--- src/shared/cos_pkg.sv ---
/*
 * Constants, register map and carrier types of the clock output select and
 * monitor block. Assumes one 100 MHz system clock and an Avalon-MM slave port.
 */

package cos_pkg;

   localparam int unsigned CLK_FREQ_HZ     = 100_000_000;
   // Longest gap between fast oscillator edges before a failure is declared
   localparam int unsigned FAIL_TIMEOUT_NS = 1000;
   localparam int unsigned FAIL_TIMEOUT_CYC =
      (FAIL_TIMEOUT_NS * (CLK_FREQ_HZ / 1_000_000)) / 1000;
   localparam int unsigned MON_CNT_W       = 8;

   localparam int unsigned ADDR_W = 5;
   localparam int unsigned DATA_W = 32;

   localparam logic [ADDR_W-1:0] CLK_MAIN_CTRL_OFS     = 5'h00;
   localparam logic [ADDR_W-1:0] CLK_CONFIG_0_OFS      = 5'h04;
   localparam logic [ADDR_W-1:0] CLK_BACKUP_CTRL_OFS   = 5'h08;
   localparam logic [ADDR_W-1:0] CLK_INTERRUPT_REG_OFS = 5'h0C;
   localparam logic [ADDR_W-1:0] RTC_COUNT_OFS         = 5'h10;

   // clk_main_ctrl fields
   localparam int unsigned MC_FAST_EN     = 0;
   localparam int unsigned MC_FAST_BYPASS = 1;
   localparam int unsigned MC_MON_EN      = 2;
   localparam int unsigned MC_PLL_EN      = 3;
   localparam int unsigned MC_FAST_READY  = 4;
   // clk_config_0 fields
   localparam int unsigned CF_SYS_SEL_LSB = 0;
   localparam int unsigned CF_PLL_SRC_LSB = 2;
   localparam int unsigned CF_CKO_SEL_LSB = 4;
   localparam int unsigned CF_CKO_WIDE    = 8;
   // clk_backup_ctrl fields
   localparam int unsigned BC_SLOW_EN     = 0;
   localparam int unsigned BC_SLOW_BYPASS = 1;
   localparam int unsigned BC_RTC_SRC_LSB = 2;
   localparam int unsigned BC_RTC_EN      = 4;
   // clk_interrupt_reg fields
   localparam int unsigned IR_FAIL_FLAG   = 0;

   localparam logic [1:0] SYS_SEL_RC8M = 2'h0;
   localparam logic [1:0] SYS_SEL_FAST = 2'h1;
   localparam logic [1:0] SYS_SEL_PLL  = 2'h2;

   localparam logic [1:0] PLL_SRC_FAST = 2'h0;
   localparam logic [1:0] PLL_SRC_RC8M = 2'h1;
   localparam logic [1:0] PLL_SRC_RC48 = 2'h2;

   localparam logic [1:0] RTC_SRC_NONE = 2'h0;
   localparam logic [1:0] RTC_SRC_SLOW = 2'h1;
   localparam logic [1:0] RTC_SRC_RC40 = 2'h2;

   localparam logic [3:0] CKO_CODE_NONE = 4'h0;
   localparam logic [3:0] CKO_NARROW_MASK = 4'h7;

   // Dividers: main PLL/2, third PLL/2, RC 48M/8, USB PLL/32
   localparam int unsigned DIV_N   = 4;
   localparam int unsigned DIV_W   = 5;
   localparam int unsigned DIV_TAP [DIV_N] = '{0, 0, 2, 4};

   typedef enum logic [2:0] {
      ST_RUN   = 3'b001,
      ST_DRAIN = 3'b010,
      ST_ARM   = 3'b100
   } cos_mux_state_t;

   typedef struct packed {
      logic system_clock;
      logic int_rc_8m;
      logic fast_pin_a;
      logic main_pll_clock;
      logic second_pll_clock;
      logic third_pll_clock;
      logic external_input_clock;
      logic int_rc_48m;
      logic usb_pll_clock;
      logic slow_fast_pin_a_pin;
      logic int_rc_40k;
      logic main_pwr_ok;
   } cos_clk_src_t;

   typedef struct packed {
      logic       fast_osc_amp_en;
      logic       fast_osc_bypass_en;
      logic       slow_osc_amp_en;
      logic       slow_osc_bypass_en;
      logic       pll_en;
      logic [1:0] pll_src_sel;
      logic [1:0] sys_clk_sel;
   } cos_clk_ctrl_t;

endpackage

--- src/design/cos_clock_output_select.sv ---
/*
 * Clock control block: oscillator enables and bypass, PLL source and system
 * clock selection, glitch-free clock output mux, fast oscillator failure
 * monitor with NMI, and a real-time counter on a slow clock.
 * Assumes all clock sources arrive asynchronously and well below CLK/2,
 * and that registers are reached over Avalon-MM with waitrequest.
 */
// Local design decisions: the Avalon-MM interface to the registers and the placing of the registers.
`timescale 1ns/1ps
`default_nettype none

module cos_clock_output_select (
   input  wire logic                          CLK,
   input  wire logic                          RST_B,
   input  wire logic [cos_pkg::ADDR_W-1:0]    AVS_ADDRESS,
   input  wire logic                          AVS_READ,
   input  wire logic                          AVS_WRITE,
   input  wire logic [cos_pkg::DATA_W-1:0]    AVS_WRITEDATA,
   input  wire logic [3:0]                    AVS_BYTEENABLE,
   output logic      [cos_pkg::DATA_W-1:0]    AVS_READDATA,
   output logic                               AVS_WAITREQUEST,
   input  wire cos_pkg::cos_clk_src_t         CLK_SRC,
   output cos_pkg::cos_clk_ctrl_t             CLK_CTRL,
   output logic                               CLKOUT_PIN,
   output logic                               FAST_OSC_FAIL_NMI
);

   localparam int unsigned SRC_W = $bits(cos_pkg::cos_clk_src_t);

   // Synchronisers and edge detection
   logic [SRC_W-1:0]          sync1_ff;
   logic [SRC_W-1:0]          sync2_ff;
   logic [SRC_W-1:0]          prev_ff;
   cos_pkg::cos_clk_src_t     src_s;
   cos_pkg::cos_clk_src_t     src_rise;

   // Software registers
   logic                      fast_en_ff;
   logic                      fast_bypass_ff;
   logic                      mon_en_ff;
   logic                      pll_en_ff;
   logic [1:0]                sys_sel_ff;
   logic [1:0]                pll_src_ff;
   logic [3:0]                cko_sel_ff;
   logic                      cko_wide_ff;
   logic                      slow_en_ff;
   logic                      slow_bypass_ff;
   logic [1:0]                rtc_src_ff;
   logic                      rtc_en_ff;
   logic                      fail_flag_ff;
   logic [31:0]               rtc_cnt_ff;

   // Bus
   logic                      ack_ff;
   logic [cos_pkg::DATA_W-1:0] rdata_ff;
   logic                      wr_take;
   logic [31:0]               be_mask;
   logic [31:0]               img_main;
   logic [31:0]               img_cfg;
   logic [31:0]               img_bkp;
   logic [31:0]               img_int;
   logic [31:0]               nxt_main;
   logic [31:0]               nxt_cfg;
   logic [31:0]               nxt_bkp;
   logic                      wr_main;
   logic                      wr_cfg;
   logic                      wr_bkp;
   logic                      wr_int;

   // Monitor
   logic [cos_pkg::MON_CNT_W-1:0] mon_cnt_ff;
   logic                      edge_seen_ff;
   logic                      fast_ready;
   logic                      fail_det;
   logic                      fail_hits_sys;

   // Dividers and output mux
   logic [cos_pkg::DIV_N-1:0] div_rise;
   logic [cos_pkg::DIV_N-1:0] div_out;
   logic [15:0]               src_vec;
   logic [3:0]                req_code;
   logic [3:0]                act_code_ff;
   cos_pkg::cos_mux_state_t   state_ff;
   logic                      clkout_ff;

   // RTC
   logic                      rtc_tick;
   logic                      rtc_hold;

   // Every source is asynchronous: two flip-flops before any use
   always_ff @(posedge CLK or negedge RST_B) begin
      if (!RST_B) begin
         sync1_ff <= '0;
         sync2_ff <= '0;
         prev_ff  <= '0;
      end else begin
         sync1_ff <= CLK_SRC;
         sync2_ff <= sync1_ff;
         prev_ff  <= sync2_ff;
      end
   end

   assign src_s    = sync2_ff;
   assign src_rise = sync2_ff & ~prev_ff;

   // Fast oscillator monitor
   always_ff @(posedge CLK or negedge RST_B) begin
      if (!RST_B) begin
         mon_cnt_ff   <= '0;
         edge_seen_ff <= 1'b0;
      end else if (!fast_en_ff || src_rise.fast_pin_a) begin
         mon_cnt_ff   <= '0;
         edge_seen_ff <= fast_en_ff;
      end else if (mon_cnt_ff != cos_pkg::MON_CNT_W'(cos_pkg::FAIL_TIMEOUT_CYC)) begin
         mon_cnt_ff   <= mon_cnt_ff + 1'b1;
      end
   end

   assign fast_ready = edge_seen_ff &&
      (mon_cnt_ff != cos_pkg::MON_CNT_W'(cos_pkg::FAIL_TIMEOUT_CYC));
   assign fail_det = mon_en_ff && fast_en_ff &&
      (mon_cnt_ff == cos_pkg::MON_CNT_W'(cos_pkg::FAIL_TIMEOUT_CYC));
   assign fail_hits_sys = (sys_sel_ff == cos_pkg::SYS_SEL_FAST) ||
      ((sys_sel_ff == cos_pkg::SYS_SEL_PLL) && (pll_src_ff == cos_pkg::PLL_SRC_FAST));

   // Register images and byte-lane merge
   always_comb begin
      be_mask = {{8{AVS_BYTEENABLE[3]}}, {8{AVS_BYTEENABLE[2]}},
                 {8{AVS_BYTEENABLE[1]}}, {8{AVS_BYTEENABLE[0]}}};
      img_main = '0;
      img_main[cos_pkg::MC_FAST_EN]     = fast_en_ff;
      img_main[cos_pkg::MC_FAST_BYPASS] = fast_bypass_ff;
      img_main[cos_pkg::MC_MON_EN]      = mon_en_ff;
      img_main[cos_pkg::MC_PLL_EN]      = pll_en_ff;
      img_main[cos_pkg::MC_FAST_READY]  = fast_ready;
      img_cfg = '0;
      img_cfg[cos_pkg::CF_SYS_SEL_LSB +: 2] = sys_sel_ff;
      img_cfg[cos_pkg::CF_PLL_SRC_LSB +: 2] = pll_src_ff;
      img_cfg[cos_pkg::CF_CKO_SEL_LSB +: 4] = cko_sel_ff;
      img_cfg[cos_pkg::CF_CKO_WIDE]         = cko_wide_ff;
      img_bkp = '0;
      img_bkp[cos_pkg::BC_SLOW_EN]          = slow_en_ff;
      img_bkp[cos_pkg::BC_SLOW_BYPASS]      = slow_bypass_ff;
      img_bkp[cos_pkg::BC_RTC_SRC_LSB +: 2] = rtc_src_ff;
      img_bkp[cos_pkg::BC_RTC_EN]           = rtc_en_ff;
      img_int = '0;
      img_int[cos_pkg::IR_FAIL_FLAG]        = fail_flag_ff;
      nxt_main = (img_main & ~be_mask) | (AVS_WRITEDATA & be_mask);
      nxt_cfg  = (img_cfg & ~be_mask) | (AVS_WRITEDATA & be_mask);
      nxt_bkp  = (img_bkp & ~be_mask) | (AVS_WRITEDATA & be_mask);
   end

   // Every access takes two cycles: decode, then answer
   assign AVS_WAITREQUEST = (AVS_READ || AVS_WRITE) && !ack_ff;
   assign AVS_READDATA    = rdata_ff;
   assign wr_take = AVS_WRITE && ack_ff;
   assign wr_main = wr_take && (AVS_ADDRESS == cos_pkg::CLK_MAIN_CTRL_OFS);
   assign wr_cfg  = wr_take && (AVS_ADDRESS == cos_pkg::CLK_CONFIG_0_OFS);
   assign wr_bkp  = wr_take && (AVS_ADDRESS == cos_pkg::CLK_BACKUP_CTRL_OFS);
   assign wr_int  = wr_take && (AVS_ADDRESS == cos_pkg::CLK_INTERRUPT_REG_OFS);

   always_ff @(posedge CLK or negedge RST_B) begin
      if (!RST_B) begin
         ack_ff   <= 1'b0;
         rdata_ff <= '0;
      end else begin
         ack_ff <= (AVS_READ || AVS_WRITE) && !ack_ff;
         if (AVS_READ && !ack_ff) begin
            case (AVS_ADDRESS)
               cos_pkg::CLK_MAIN_CTRL_OFS:     rdata_ff <= img_main;
               cos_pkg::CLK_CONFIG_0_OFS:      rdata_ff <= img_cfg;
               cos_pkg::CLK_BACKUP_CTRL_OFS:   rdata_ff <= img_bkp;
               cos_pkg::CLK_INTERRUPT_REG_OFS: rdata_ff <= img_int;
               cos_pkg::RTC_COUNT_OFS:         rdata_ff <= rtc_cnt_ff;
               default:                        rdata_ff <= '0;
            endcase
         end
      end
   end

   // Main control: a failure beats a write in the same cycle
   always_ff @(posedge CLK or negedge RST_B) begin
      if (!RST_B) begin
         fast_en_ff     <= 1'b0;
         fast_bypass_ff <= 1'b0;
         mon_en_ff      <= 1'b0;
         pll_en_ff      <= 1'b0;
      end else begin
         if (wr_main) begin
            fast_en_ff     <= nxt_main[cos_pkg::MC_FAST_EN];
            fast_bypass_ff <= nxt_main[cos_pkg::MC_FAST_BYPASS];
            mon_en_ff      <= nxt_main[cos_pkg::MC_MON_EN];
            pll_en_ff      <= nxt_main[cos_pkg::MC_PLL_EN];
         end
         if (fail_det) begin
            fast_en_ff <= 1'b0;
            if (fail_hits_sys) begin
               pll_en_ff <= 1'b0;
            end
         end
      end
   end

   // Clock configuration
   always_ff @(posedge CLK or negedge RST_B) begin
      if (!RST_B) begin
         sys_sel_ff  <= cos_pkg::SYS_SEL_RC8M;
         pll_src_ff  <= cos_pkg::PLL_SRC_RC8M;
         cko_sel_ff  <= cos_pkg::CKO_CODE_NONE;
         cko_wide_ff <= 1'b0;
      end else begin
         if (wr_cfg) begin
            sys_sel_ff  <= nxt_cfg[cos_pkg::CF_SYS_SEL_LSB +: 2];
            pll_src_ff  <= nxt_cfg[cos_pkg::CF_PLL_SRC_LSB +: 2];
            cko_sel_ff  <= nxt_cfg[cos_pkg::CF_CKO_SEL_LSB +: 4];
            cko_wide_ff <= nxt_cfg[cos_pkg::CF_CKO_WIDE];
         end
         if (fail_det && fail_hits_sys) begin
            sys_sel_ff <= cos_pkg::SYS_SEL_RC8M;
         end
      end
   end

   // Backup domain control
   always_ff @(posedge CLK or negedge RST_B) begin
      if (!RST_B) begin
         slow_en_ff     <= 1'b0;
         slow_bypass_ff <= 1'b0;
         rtc_src_ff     <= cos_pkg::RTC_SRC_NONE;
         rtc_en_ff      <= 1'b0;
      end else if (wr_bkp) begin
         slow_en_ff     <= nxt_bkp[cos_pkg::BC_SLOW_EN];
         slow_bypass_ff <= nxt_bkp[cos_pkg::BC_SLOW_BYPASS];
         rtc_src_ff     <= nxt_bkp[cos_pkg::BC_RTC_SRC_LSB +: 2];
         rtc_en_ff      <= nxt_bkp[cos_pkg::BC_RTC_EN];
      end
   end

   // Failure flag: write 1 clears, a new failure in the same cycle wins
   always_ff @(posedge CLK or negedge RST_B) begin
      if (!RST_B) begin
         fail_flag_ff <= 1'b0;
      end else if (fail_det) begin
         fail_flag_ff <= 1'b1;
      end else if (wr_int && AVS_BYTEENABLE[0] && AVS_WRITEDATA[cos_pkg::IR_FAIL_FLAG]) begin
         fail_flag_ff <= 1'b0;
      end
   end

   assign FAST_OSC_FAIL_NMI = fail_flag_ff;

   // Registered oscillator and PLL controls
   always_ff @(posedge CLK or negedge RST_B) begin
      if (!RST_B) begin
         CLK_CTRL <= '0;
      end else begin
         CLK_CTRL.fast_osc_amp_en    <= fast_en_ff && !fast_bypass_ff;
         CLK_CTRL.fast_osc_bypass_en <= fast_en_ff && fast_bypass_ff;
         CLK_CTRL.slow_osc_amp_en    <= slow_en_ff && !slow_bypass_ff;
         CLK_CTRL.slow_osc_bypass_en <= slow_en_ff && slow_bypass_ff;
         CLK_CTRL.pll_en             <= pll_en_ff;
         CLK_CTRL.pll_src_sel        <= pll_src_ff;
         CLK_CTRL.sys_clk_sel        <= sys_sel_ff;
      end
   end

   // Dividers count rising edges of the synchronised clocks
   assign div_rise = {src_rise.usb_pll_clock, src_rise.int_rc_48m,
                      src_rise.third_pll_clock, src_rise.main_pll_clock};

   genvar gi;
   generate
      for (gi = 0; gi < cos_pkg::DIV_N; gi = gi + 1) begin : g_div
         logic [cos_pkg::DIV_W-1:0] cnt_ff;
         always_ff @(posedge CLK or negedge RST_B) begin
            if (!RST_B) begin
               cnt_ff <= '0;
            end else if (div_rise[gi]) begin
               cnt_ff <= cnt_ff + 1'b1;
            end
         end
         assign div_out[gi] = cnt_ff[cos_pkg::DIV_TAP[gi]];
      end
   endgenerate

   // Source table indexed by the wide code; unused codes stay low
   always_comb begin
      src_vec     = '0;
      src_vec[4]  = src_s.system_clock;
      src_vec[5]  = src_s.int_rc_8m;
      src_vec[6]  = src_s.fast_pin_a && fast_en_ff;
      src_vec[7]  = div_out[0];
      src_vec[8]  = src_s.second_pll_clock;
      src_vec[9]  = div_out[1];
      src_vec[10] = src_s.external_input_clock;
      src_vec[11] = src_s.third_pll_clock;
      src_vec[12] = src_s.int_rc_48m;
      src_vec[13] = div_out[2];
      src_vec[14] = div_out[3];
      src_vec[15] = 1'b0;
   end

   // Narrow mode: the top select bit is ignored, so 0xx maps to silent codes
   assign req_code = cko_wide_ff ? cko_sel_ff : (cko_sel_ff & cos_pkg::CKO_NARROW_MASK);

   // Glitch-free switch: finish the old high phase, then wait for the new low
   always_ff @(posedge CLK or negedge RST_B) begin
      if (!RST_B) begin
         state_ff    <= cos_pkg::ST_RUN;
         act_code_ff <= cos_pkg::CKO_CODE_NONE;
         clkout_ff   <= 1'b0;
      end else begin
         case (state_ff)
            cos_pkg::ST_RUN: begin
               clkout_ff <= src_vec[act_code_ff];
               if (req_code != act_code_ff) begin
                  state_ff <= cos_pkg::ST_DRAIN;
               end
            end
            cos_pkg::ST_DRAIN: begin
               clkout_ff <= src_vec[act_code_ff];
               if (!src_vec[act_code_ff]) begin
                  state_ff <= cos_pkg::ST_ARM;
               end
            end
            cos_pkg::ST_ARM: begin
               clkout_ff <= 1'b0;
               if (!src_vec[req_code]) begin
                  act_code_ff <= req_code;
                  state_ff    <= cos_pkg::ST_RUN;
               end
            end
            default: begin
               state_ff  <= cos_pkg::ST_RUN;
               clkout_ff <= 1'b0;
            end
         endcase
      end
   end

   assign CLKOUT_PIN = clkout_ff;

   // Real-time counter; the 40 kHz RC source halts it without main power
   always_comb begin
      case (rtc_src_ff)
         cos_pkg::RTC_SRC_SLOW: rtc_tick = src_rise.slow_fast_pin_a_pin && slow_en_ff;
         cos_pkg::RTC_SRC_RC40: rtc_tick = src_rise.int_rc_40k;
         default:               rtc_tick = 1'b0;
      endcase
   end

   assign rtc_hold = (rtc_src_ff == cos_pkg::RTC_SRC_RC40) && !src_s.main_pwr_ok;

   always_ff @(posedge CLK or negedge RST_B) begin
      if (!RST_B) begin
         rtc_cnt_ff <= '0;
      end else if (rtc_en_ff && rtc_tick && !rtc_hold) begin
         rtc_cnt_ff <= rtc_cnt_ff + 1'b1;
      end
   end

endmodule // cos_clock_output_select

`default_nettype wire

--- config.mk ---
export PLATFORM = sky130hd
export DESIGN_NAME = cos_clock_output_select
export DESIGN_NICKNAME = d
export VERILOG_FILES = /design/src/shared/cos_pkg.sv /design/src/design/cos_clock_output_select.sv
export SDC_FILE = /design/constraint.sdc
export NUM_CORES = 1
export LEC_CHECK = 0
export BUFFER_PORTS_ARGS = -buffer_cell sky130_fd_sc_hd__buf_2
export CELL_PAD_IN_SITES_DETAIL_PLACEMENT = 1
export CELL_PAD_IN_SITES_GLOBAL_PLACEMENT = 1
export CORE_UTILIZATION = 31
export DETAILED_ROUTE_END_ITERATION = 10
export GPL_TIMING_DRIVEN = 0
export PLACE_DENSITY = 0.67
export SYNTH_ARGS = -nofsm -noshare
export SYNTH_HDL_FRONTEND = slang
export SYNTH_SLANG_ARGS = --single-unit
export TNS_END_PERCENT = 1
--- constraint.sdc ---
create_clock -name CLK -period 2.1 [get_ports CLK]
set_input_delay 0.21 -clock CLK [delete_from_list [all_inputs] [get_ports CLK]]
set_output_delay 0.21 -clock CLK [all_outputs]
set_load 0.03 [all_outputs]
; Word-level counts from Yosys, hierarchy flattened
; Index checks and enable logic that the tools add are counted.
[op_classes]
n_addsub = 6
mul = 0
div_mod_pow = 0
magnitude_cmp = 2
eq_ne = 17
shift = 0
muxes = 23
bitwise = 11
reduce_logical = 41
[op_table]
columns = cell, n
row1 = case mux 32 bit (5 select lines), 1
row2 = adder 32 x 1 -> 32 bit (second input constant), 1
row3 = logical AND 1 bit, 23
row4 = adder 5 x 1 -> 5 bit (second input constant), 4
row5 = bitwise AND 9 bit, 2
row6 = two-way mux 8 bit, 2
row7 = bitwise AND 10 bit, 1
row8 = equality test 5 x 4 -> 1 bit (second input constant), 2
row9 = less-than comparator 4 x 5 -> 1 bit (second input constant), 2
row10 = two-way mux 1 bit, 10
row11 = NOT 10 bit, 1
row12 = two-way mux 3 bit, 3
row13 = NOT 9 bit, 1
row14 = OR 9 bit, 1
row15 = case mux 3 bit (3 select lines), 1
row16 = adder 8 x 1 -> 8 bit (second input constant), 1
row17 = binary-select mux 1 bit (select 4 bit), 2
row18 = equality test 8 x 7 -> 1 bit (second input constant), 1
row19 = inequality test 8 x 7 -> 1 bit (second input constant), 1
row20 = nonzero test 2 bit, 4
row21 = zero test 1 bit, 6
row22 = inequality test 2 bit (second input constant), 3
row23 = bitwise AND 5 bit, 1
row24 = equality test 5 x 3 -> 1 bit (second input constant), 1
row25 = other kinds (20), 25
[totals]
register_bits = 164
latchBits = 0
ram_bits = 0
mem_bits_ro = 0
inputBits = 57
out_inout_bits = 44
wordCells = 135
n_memories = 0

; Longest topological paths before layout
; Gate-level depths: netlist (run 1).
[depth]
ltp_word = 6
ltp_mapped = 8
depth_no_buf = 7

; Worst setup path after synthesis (run 1)
; Ideal clock, no wire load.
[synth_path]
path_type = register -> register
startpoint = register (tool-made name)
endpoint = register rtc_cnt_ff[31]
setup_ns = 0.123
arrival_time_ns = 1.901
t_required_ns = 1.977
setup_slack_ns = 0.076
path_stages_with_launch = 8
n_path_buf = 0
path_cell_list = dfrtp_1 inv_1 ha_1 nand2b_1 a2111oi_4 nand3_2 or3_1 xnor2_1
[synth_rtl]
columns = item, line
row1 = to (signal assigned), cos_clock_output_select.sv:358  ; rtc_cnt_ff <= rtc_cnt_ff + 1'b1;
row2 = to (decl), cos_clock_output_select.sv:51  ; logic [31:0] rtc_cnt_ff;

==> metrics.txt, run 1 <==
core footprint 0.0197 mm2; Seq cells post-synth 151; share of cells above drive strength 1 24.3%; syn nets 609; relative slew slack 61.9%; Post-synth EDFFs 0; Critical Path Sink act_code_ff[0]; gr ovfl total 0; Max Cap Violations 0; later-pin clock latency in the skew report 0.43 ns; endpoints failing hold 0; initial antenna violation count 0; Crit Path Class flip-flop to flip-flop; Synth Warn # 0; reg-to-reg slack, setup 0.06 ns; Routed WL per cell 16.0 um; synthesized area 0.00629 mm2; Num CTS Buffers 17; Worst Path Arrival 2.35 ns; worst slew pin tran 0.572 ns; final setup TNS 0 ns; worst hold path class primary input to flip-flop; Worst Clk Skew 0.0113 ns; die span in x 144 um; area leader, netlist dfrtp_1; number of I/O pins 101; number of global-route vias before repair 4815; 1st-pass router iterations 4; Worst Setup End Kind flip-flop; crit-path max FO 8; H-tree depth 4; drt initial violations 207; most frequent cell after synthesis dfrtp_1; Fill cells 2212; height of the die 144 um; antenna violation net count after detailed routing 0; sequential share of the synthesized area 60.1%; Synth Flop Type dfrtp_1; final-report setup violation count 0; Die Footprint 0.0209 mm2; clock transition at the registers of the reported paths 0.06 ns; RSZ-0062 raised after global routing yes; syn avg cell area 11.5 um2; Via Count 4528; GPL Wtd Cong 0.784; final wirelength 15.0 mm; Critical Path RT 2.41 ns; cell area power density 886 mW/mm2; gr usage total 15.7%; Reg2Reg Depth 6; Async S/R FF share, synth 100%; antenna diode count 0; # DRC 0; # port buffers 73; pin count of the biggest net entering global routing 92; Slew Viols, Final 0; # rows 51; top achievable clock speed 490 MHz; CTS tree yes; global-route wire length before repair 24.7 mm; FF-to-FF End act_code_ff[0]; vias per cell 4.82; fin util 40.3%; HPWL after detailed placement 10.7 mm; # nets final 725; status complete, no violations; Lkg Pwr 3.61 nW; CTS sink count 151; VDD IR-drop max 0.590 mV; Root Driver clkbuf_16; P&R area growth vs syn 25.8%; Yosys top cell area share 59.3%; CP Launch Type flip-flop; synthesized instance count 545; Starting Density 32.0%; Period minus WS final 2.04 ns; Tcrit/Tclk final 97.1%; top cells by area, synth dfrtp_1, xnor2_1, nand2_1; synth cell count leaders dfrtp_1, nand2_1, xnor2_1, o21ai_0, nor2_1; CTS Buffer Depth 2; Distinct cells, synth 58
## final cells by class
type / count / area, um2 / area share [%]
Inverter: 10 / 37.5 / 0.474
Sequential cell: 151 / 3780 / 47.8
Buffer: 24 / 119 / 1.50
Clock inverter: 13 / 156 / 1.98
Timing Repair Buffer: 97 / 619 / 7.82
Multi-Input combinational cell: 360 / 2420 / 30.6
Clock buffer: 19 / 453 / 5.72
Tap cell: 265 / 332 / 4.19
## registers in the layout, summed over array words and instances, names as in the netlist, 2 cells and up, named ones only
signal        flops
state_ff          3
src_s            12
mon_cnt_ff        8
CLK_CTRL          9
prev_ff           7
rtc_cnt_ff       32
sys_sel_ff        2
act_code_ff       4
sync1_ff         12
AVS_READDATA     32
g_div.cnt_ff     10
## kinds of logic after synthesis
kind of cell | share of synthesized area [%]
buffers and inverters | 2.39
flip-flops | 60.1
AO/OA/AOI/OAI | 7.95
multiplexers | 5.21
AND/OR/NAND/NOR | 16.3
XOR/XNOR | 6.68
adder cells (fa/ha/maj) | 1.39
## worst min path at each step
stage                           from               end  slack, ns  cells past startpoint
floorplan                      RST_B   AVS_READDATA[0]      -0.09                      0
global placement          CLK_SRC[3]       sync1_ff[3]       0.32                      1
detailed placement             RST_B  AVS_READDATA[28]       0.23                      1
CTS                 AVS_WRITEDATA[7]         flip-flop      0.004                      2
global route        AVS_WRITEDATA[7]         flip-flop      0.009                      2
finish              AVS_WRITEDATA[7]         flip-flop       0.02                      2
## critical path, cell delays in order, from the launching register on
cell,delay [ns]
dfrtp_1,0.36
clkbuf_1,0.21
and3_1,0.22
o2bb2ai_1,0.13
a221o_1,0.41
o21ai_2,0.23
mux2_2,0.36
## power breakdown
part	internal, mW	switching (mW)
clock	1.85	1.26
sequential	3.12	0.177
combinational	0.279	0.336
total	5.24	1.78
## per-layer routing
layer	up-vias	global-route usage [%]	share of wire (%)
met5	-	0	0
met4	0	6.43	1.1
met3	17	3.91	3.7
met2	90	25.1	47
met1	2299	20.3	48
li1	2122	-	-
## cells in the final DEF, fill, tap and decap left out, types with 5 or more instances in the layout
cell	instances
a21oi_1	8
a22oi_1	5
and3_1	15
buf_2	76
buf_4	5
buf_6	6
clkbuf_1	16
clkbuf_16	17
dfrtp_1	148
dlygate4sd3_1	16
ha_1	5
inv_1	8
inv_6	6
mux2_2	20
mux2i_1	8
nand2_1	77
nand2b_1	5
nand3_1	20
nand4_1	18
nor2_1	27
nor2b_1	9
o21ai_0	31
xnor2_1	36
xor2_1	12
## timing repair
item	in CTS	in global routing
buffers inserted	3	4
gates resized for setup	3	15
hold buffers	16	0
endpoints found under the setup margin	25	26
endpoints found under the hold margin	74	0
pin swaps	3	4
## per-stage QoR
| step | instance area, um2 | hold slack, ns | worst slack, ns | cells | total power, mW |
|---|---|---|---|---|---|
| 2_1_floorplan | 6290 | -0.0856 | 0.0762 | 545 | 3.66 |
| 3_3_place_gp | 6990 | 0.318 | -1.37 | 883 | 3.86 |
| 3_5_place_dp | 7020 | 0.234 | -0.335 | 884 | 3.92 |
| 4_1_cts | 7830 | 0.00448 | -0.0171 | 935 | 7.11 |
| 5_1_grt | 7920 | 0.00917 | -0.0573 | 939 | 7.34 |
| 6_report | 7920 | 0.0183 | 0.0607 | 939 | 7.02 |
(Power assumes the default switching activity.)
==> inputs of run 2 (changes only) <==
Settings changed: PLACE_DENSITY 0.67 to 0.65.
Clock period 2.1 ns to 2.3 ns, I/O delays scaled along.
==> run 2 against run 1 <==
Effect of this change: wire length grew 0.81%; die area is the same; sequential share of layout area grew 0.84 points.
==> metrics.txt, run 2 (same netlist as run 1, synthesis figures left out) <==
core footprint 0.0197 mm2; antenna diode count 0; P&R area growth vs syn 23.6%; clock transition at the registers of the reported paths 0.06 ns; die span in x 144 um; CP peak stage delay 0.57 ns; final-report setup violation count 0; Via Count 4471; Die Footprint 0.0209 mm2; 1st-pass router iterations 4; Period minus WS final 2.24 ns; CTS Buffer Depth 2; cell area after layout 0.00778 mm2; RSZ-0062 raised after global routing yes; critical path cell sequence inv_1 > ha_2 > nand4b_4 > a2111oi_4 > nand3_2 > or3_1 > xnor2_1; gr ovfl total 0; Finished Layout Cells 929; Worst Clk Skew 0.0133 ns; crit-path max FO 7; placed cells 884; FF-to-FF End rtc_cnt_ff[31]; cell area power density 823 mW/mm2; final wirelength 15.1 mm; Routed WL per cell 16.3 um; vias per cell 4.81; Crit Path Class flip-flop to flip-flop; most common cell after layout, fill and taps aside dfrtp_1; Num CTS Buffers 17; global-route wire length before repair 25.6 mm; share of cells above drive strength 1 22.3%; Post-DP Area 0.00702 mm2; worst hold path class primary input to flip-flop; Place WS -0.109 ns; CP Launch Type flip-flop; number of global-route vias before repair 4857; Tcrit/Tclk final 97.3%; relative slew slack 50.5%; height of the die 144 um; WHS 0.0385 ns; Max Cap Violations 0; Worst Path Arrival 2.55 ns; Lkg Pwr 3.54 nW; Root Driver clkbuf_16; HPWL after detailed placement 10.8 mm; Slew Viols, Final 0; # DRC 0; CTS sink count 151; reg-to-reg slack, setup 0.06 ns; status complete, no violations; # rows 51; CTS tree yes; # nets final 716; GPL Wtd Cong 0.779; Critical Path RT 2.61 ns; Starting Density 32.0%; endpoints failing hold 0; worst slew pin tran 0.743 ns; pin count of the biggest net entering global routing 81; final setup TNS 0 ns; number of I/O pins 101; initial antenna violation count 0; top achievable clock speed 447 MHz; Reg2Reg Depth 7; Fill cells 2200; commonest non-fill, non-tap cells in the layout dfrtp_1, nand2_1, buf_2; VDD IR-drop max 0.535 mV; gr usage total 16.3%; antenna violation net count after detailed routing 0; Critical Path Sink rtc_cnt_ff[31]; PnR worst setup slack 0.0610 ns; H-tree depth 4; later-pin clock latency in the skew report 0.43 ns; # port buffers 73; Worst Setup End Kind flip-flop; Slowest-stage cell, CP a2111oi_4; drt initial violations 172
[run 2: changes by cell type in the layout (fill, tap and decap cells not counted), sizes merged]
cell	previous run	this run
bufinv	2	3
inv	17	12
dlygate4sd3	16	13
buf	88	82
clkbuf	36	38
clkinv	2	1
clkinvlp	2	4
[run 2: per-layer routing]
metal | GRT usage [%] | up-vias | wire [um] | share of wire [%]
met5 | 0 | - | 0 | 0
met4 | 4.99 | 0 | 140 | 0.93
met3 | 3.94 | 10 | 658 | 4.4
met2 | 26.8 | 94 | 7300 | 48
met1 | 21.2 | 2259 | 7020 | 46
li1 | - | 2108 | - | -
[run 2: final cells by class]
class                      count  area [um2]  share of cell area, %
sequential                   151        3780                   48.6
clock buffer                  21         450                   5.79
clock inverter                10         146                   1.88
buffer                        24         115                   1.48
tap                          265         332                   4.26
timing repair buffer          88         537                   6.90
inverter                      10        37.5                  0.483
multi-input combinational    360        2380                   30.6
[run 2: critical path: cells and delay by family (launching register included)]
family,cells,cell delay [ns]
fa+ha+maj,1,0.19
compound gates,1,0.57
simple gates,3,0.73
flops,1,0.40
xor+xnor,1,0.13
buf+inv,1,0.09
[run 2: how the worst min path moves through the flow]
stage	startpoint	to	slack, ns	cells after the start
finish	AVS_WRITEDATA[6]	flip-flop	0.04	2
global route	AVS_WRITEDATA[6]	flip-flop	0.04	2
CTS	AVS_WRITEDATA[6]	flip-flop	0.03	2
detailed placement	RST_B	AVS_READDATA[25]	0.33	1
global placement	sync1_ff[3]	src_s[3]	0.33	0
floorplan	RST_B	AVS_READDATA[0]	-0.07	0
[run 2: power by group]
group | total [mW] | switching, mW | leakage, nW | internal [mW]
logic | 0.536 | 0.296 | 1.28 | 0.239
clock network | 2.86 | 1.13 | 0.276 | 1.74
registers | 3.00 | 0.159 | 1.99 | 2.85
[run 2: timing repair]
item / in CTS / in global routing
hold buffers: 13 / 0
gates cloned: 0 / 0
hold endpoints to repair: 90 / 0
resized for setup: 0 / 5
pin swaps: 2 / 2
endpoints found under the setup margin: 7 / 17
setup buffers: 1 / 0
[run 2: metrics by stage]
stage,power (mW),utilization (%)
2_1_floorplan,3.34,-
3_3_place_gp,3.53,35.6
3_5_place_dp,3.58,35.7
4_1_cts,6.49,39.5
5_1_grt,6.67,39.6
6_report,6.40,39.6
==> inputs of run 3 (changes only) <==
Settings changed: CELL_PAD_IN_SITES_DETAIL_PLACEMENT 1 to unset, CELL_PAD_IN_SITES_GLOBAL_PLACEMENT 1 to unset, PLACE_DENSITY 0.65 to 0.55.
==> run 3 against run 2 <==
Effect of this change: final cell count grew 0.22%; sequential power is essentially flat; setup slack gained 0.11 ns; global-route usage shrank 2.1 points; die area is the same; wire length shrank 10%; register-to-register slack gained 0.11 ns; combinational power shrank 2%; utilization shrank 0.064 points; highest routed layer unchanged; sequential share of layout area grew 0.078 points; clock-buffer cell count shrank 2; critical path type unchanged.
==> metrics.txt, run 3 (same netlist as run 1, synthesis figures left out) <==
status complete, no violations; Critical Path RT 2.61 ns; Period minus WS final 2.13 ns; hold wc startpoint AVS_WRITEDATA[7]; GR Util met3 3.31%; core footprint 0.0197 mm2; FF-to-FF End rtc_cnt_ff[31]; initial antenna violation count 0; CP Launch Type flip-flop; top achievable clock speed 469 MHz; most common cell after layout, fill and taps aside dfrtp_1; Lkg Pwr 3.54 nW; H-tree depth 4; CP peak stage delay 0.39 ns; CTS tree yes; crit-path max FO 7; Routed WL per cell 14.6 um; Worst Path Arrival 2.44 ns; CTS Buffer Depth 2; # port buffers 73; Worst Setup End Kind flip-flop; Die Footprint 0.0209 mm2; Final Power 6.29 mW; drt initial violations 256; P&R area growth vs syn 23.4%; antenna violation net count after detailed routing 0; height of the die 144 um; share of cells above drive strength 1 22.5%; Starting Density 32.0%; antenna diode count 0; number of global-route vias before repair 4348; RSZ-0062 raised after global routing no; # DRC 0; Place WS -0.0329 ns; number of I/O pins 101; critical path cell sequence inv_1 > ha_1 > nand4b_2 > a2111oi_4 > buf_4 > nand3_2 > or3_1 > xnor2_1; Slowest-stage cell, CP dfrtp_1; final wirelength 13.6 mm; Max Cap Violations 0; GPL Wtd Cong 0.777; gr usage total 14.3%; pin count of the biggest net entering global routing 97; endpoints failing hold 0; CTS sink count 151; PnR worst setup slack 0.167 ns; Crit Path Class flip-flop to flip-flop; commonest non-fill, non-tap cells in the layout dfrtp_1, buf_2, nand2_1; vias per cell 4.67; 1st-pass router iterations 4; worst slew pin tran 0.609 ns; Via Count 4351; worst hold path class primary input to flip-flop; # nets final 717; M2 GR Usage 21.6%; VDD IR-drop max 0.458 mV; Tcrit/Tclk final 92.7%; # rows 51; final-report setup violation count 0; grt met1 use 19.1%; clock transition at the registers of the reported paths 0.06 ns; die span in x 144 um; Num CTS Buffers 17; cell area power density 809 mW/mm2; GR peak layer met2; Slew Viols, Final 0; reg-to-reg slack, setup 0.17 ns; Worst Clk Skew 0.00557 ns; relative slew slack 59.4%; later-pin clock latency in the skew report 0.42 ns; Root Driver clkbuf_16; gr ovfl total 0; Reg2Reg Depth 8; HPWL after detailed placement 9.76 mm; global-route wire length before repair 22.2 mm; WHS Path Cells 2
-- run 3: per-stage QoR --
step	setup TNS, ns	std cells	util (%)	cell area (um2)	hold slack, ns
2_1_floorplan	0	545	-	6290	-0.0656
3_3_place_gp	-164.20	883	35.6	6990	0.334
3_5_place_dp	-0.0981	884	35.7	7020	0.225
4_1_cts	0	930	39.5	7750	0.0148
5_1_grt	0	931	39.5	7770	0.0283
6_report	0	931	39.5	7770	0.0402
-- run 3: metal layers --
layer | up-vias | part of all wire [%]
met5 | - | 0
met4 | 0 | 1.6
met3 | 17 | 5.3
met2 | 111 | 45
met1 | 2113 | 48
li1 | 2110 | -
-- run 3: critical path: cells and delay by family (launching register included) --
kind	cells	cell delay, ns
simple gates	3	0.68
flops	1	0.39
compound gates	1	0.38
buf+inv	2	0.28
fa+ha+maj	1	0.16
xor+xnor	1	0.13
-- run 3: repair_timing --
| item | in CTS | in global routing |
|---|---|---|
| endpoints found under the hold margin | 67 | 0 |
| endpoints found under the setup margin | 7 | 3 |
| gates resized for setup | 0 | 1 |
| hold buffers | 13 | 0 |
| buffers inserted | 1 | 1 |
| gates cloned | 0 | 0 |
| pin swaps | 2 | 1 |
-- run 3: where the power goes --
group / switching, mW / total, mW / internal [mW] / leakage [nW]
Clock: 1.12 / 2.76 / 1.64 / 0.284
Sequential: 0.155 / 3.00 / 2.85 / 1.99
Combinational: 0.287 / 0.527 / 0.239 / 1.27
-- run 3: cell type report --
class	instances	area, um2
Fill cell	1934	11900
Sequential cell	151	3780
Multi-Input combinational cell	360	2370
Timing Repair Buffer	89	544
Clock buffer	19	443
Tap cell	265	332
Clock inverter	13	150
Buffer	24	113
Inverter	10	37.5
-- run 3: worst max-delay path by stage --
stage               from              to  slack, ns  cells after the start
5_1_grt        flip-flop  rtc_cnt_ff[31]       0.08                      8
6_report       flip-flop  rtc_cnt_ff[31]       0.17                      8
3_5_place_dp   flip-flop  rtc_cnt_ff[20]      -0.03                      7
4_1_cts        flip-flop  rtc_cnt_ff[31]       0.07                      7
2_1_floorplan  flip-flop  rtc_cnt_ff[31]       0.28                      7
3_3_place_gp       RST_B       async pin      -1.11                      1
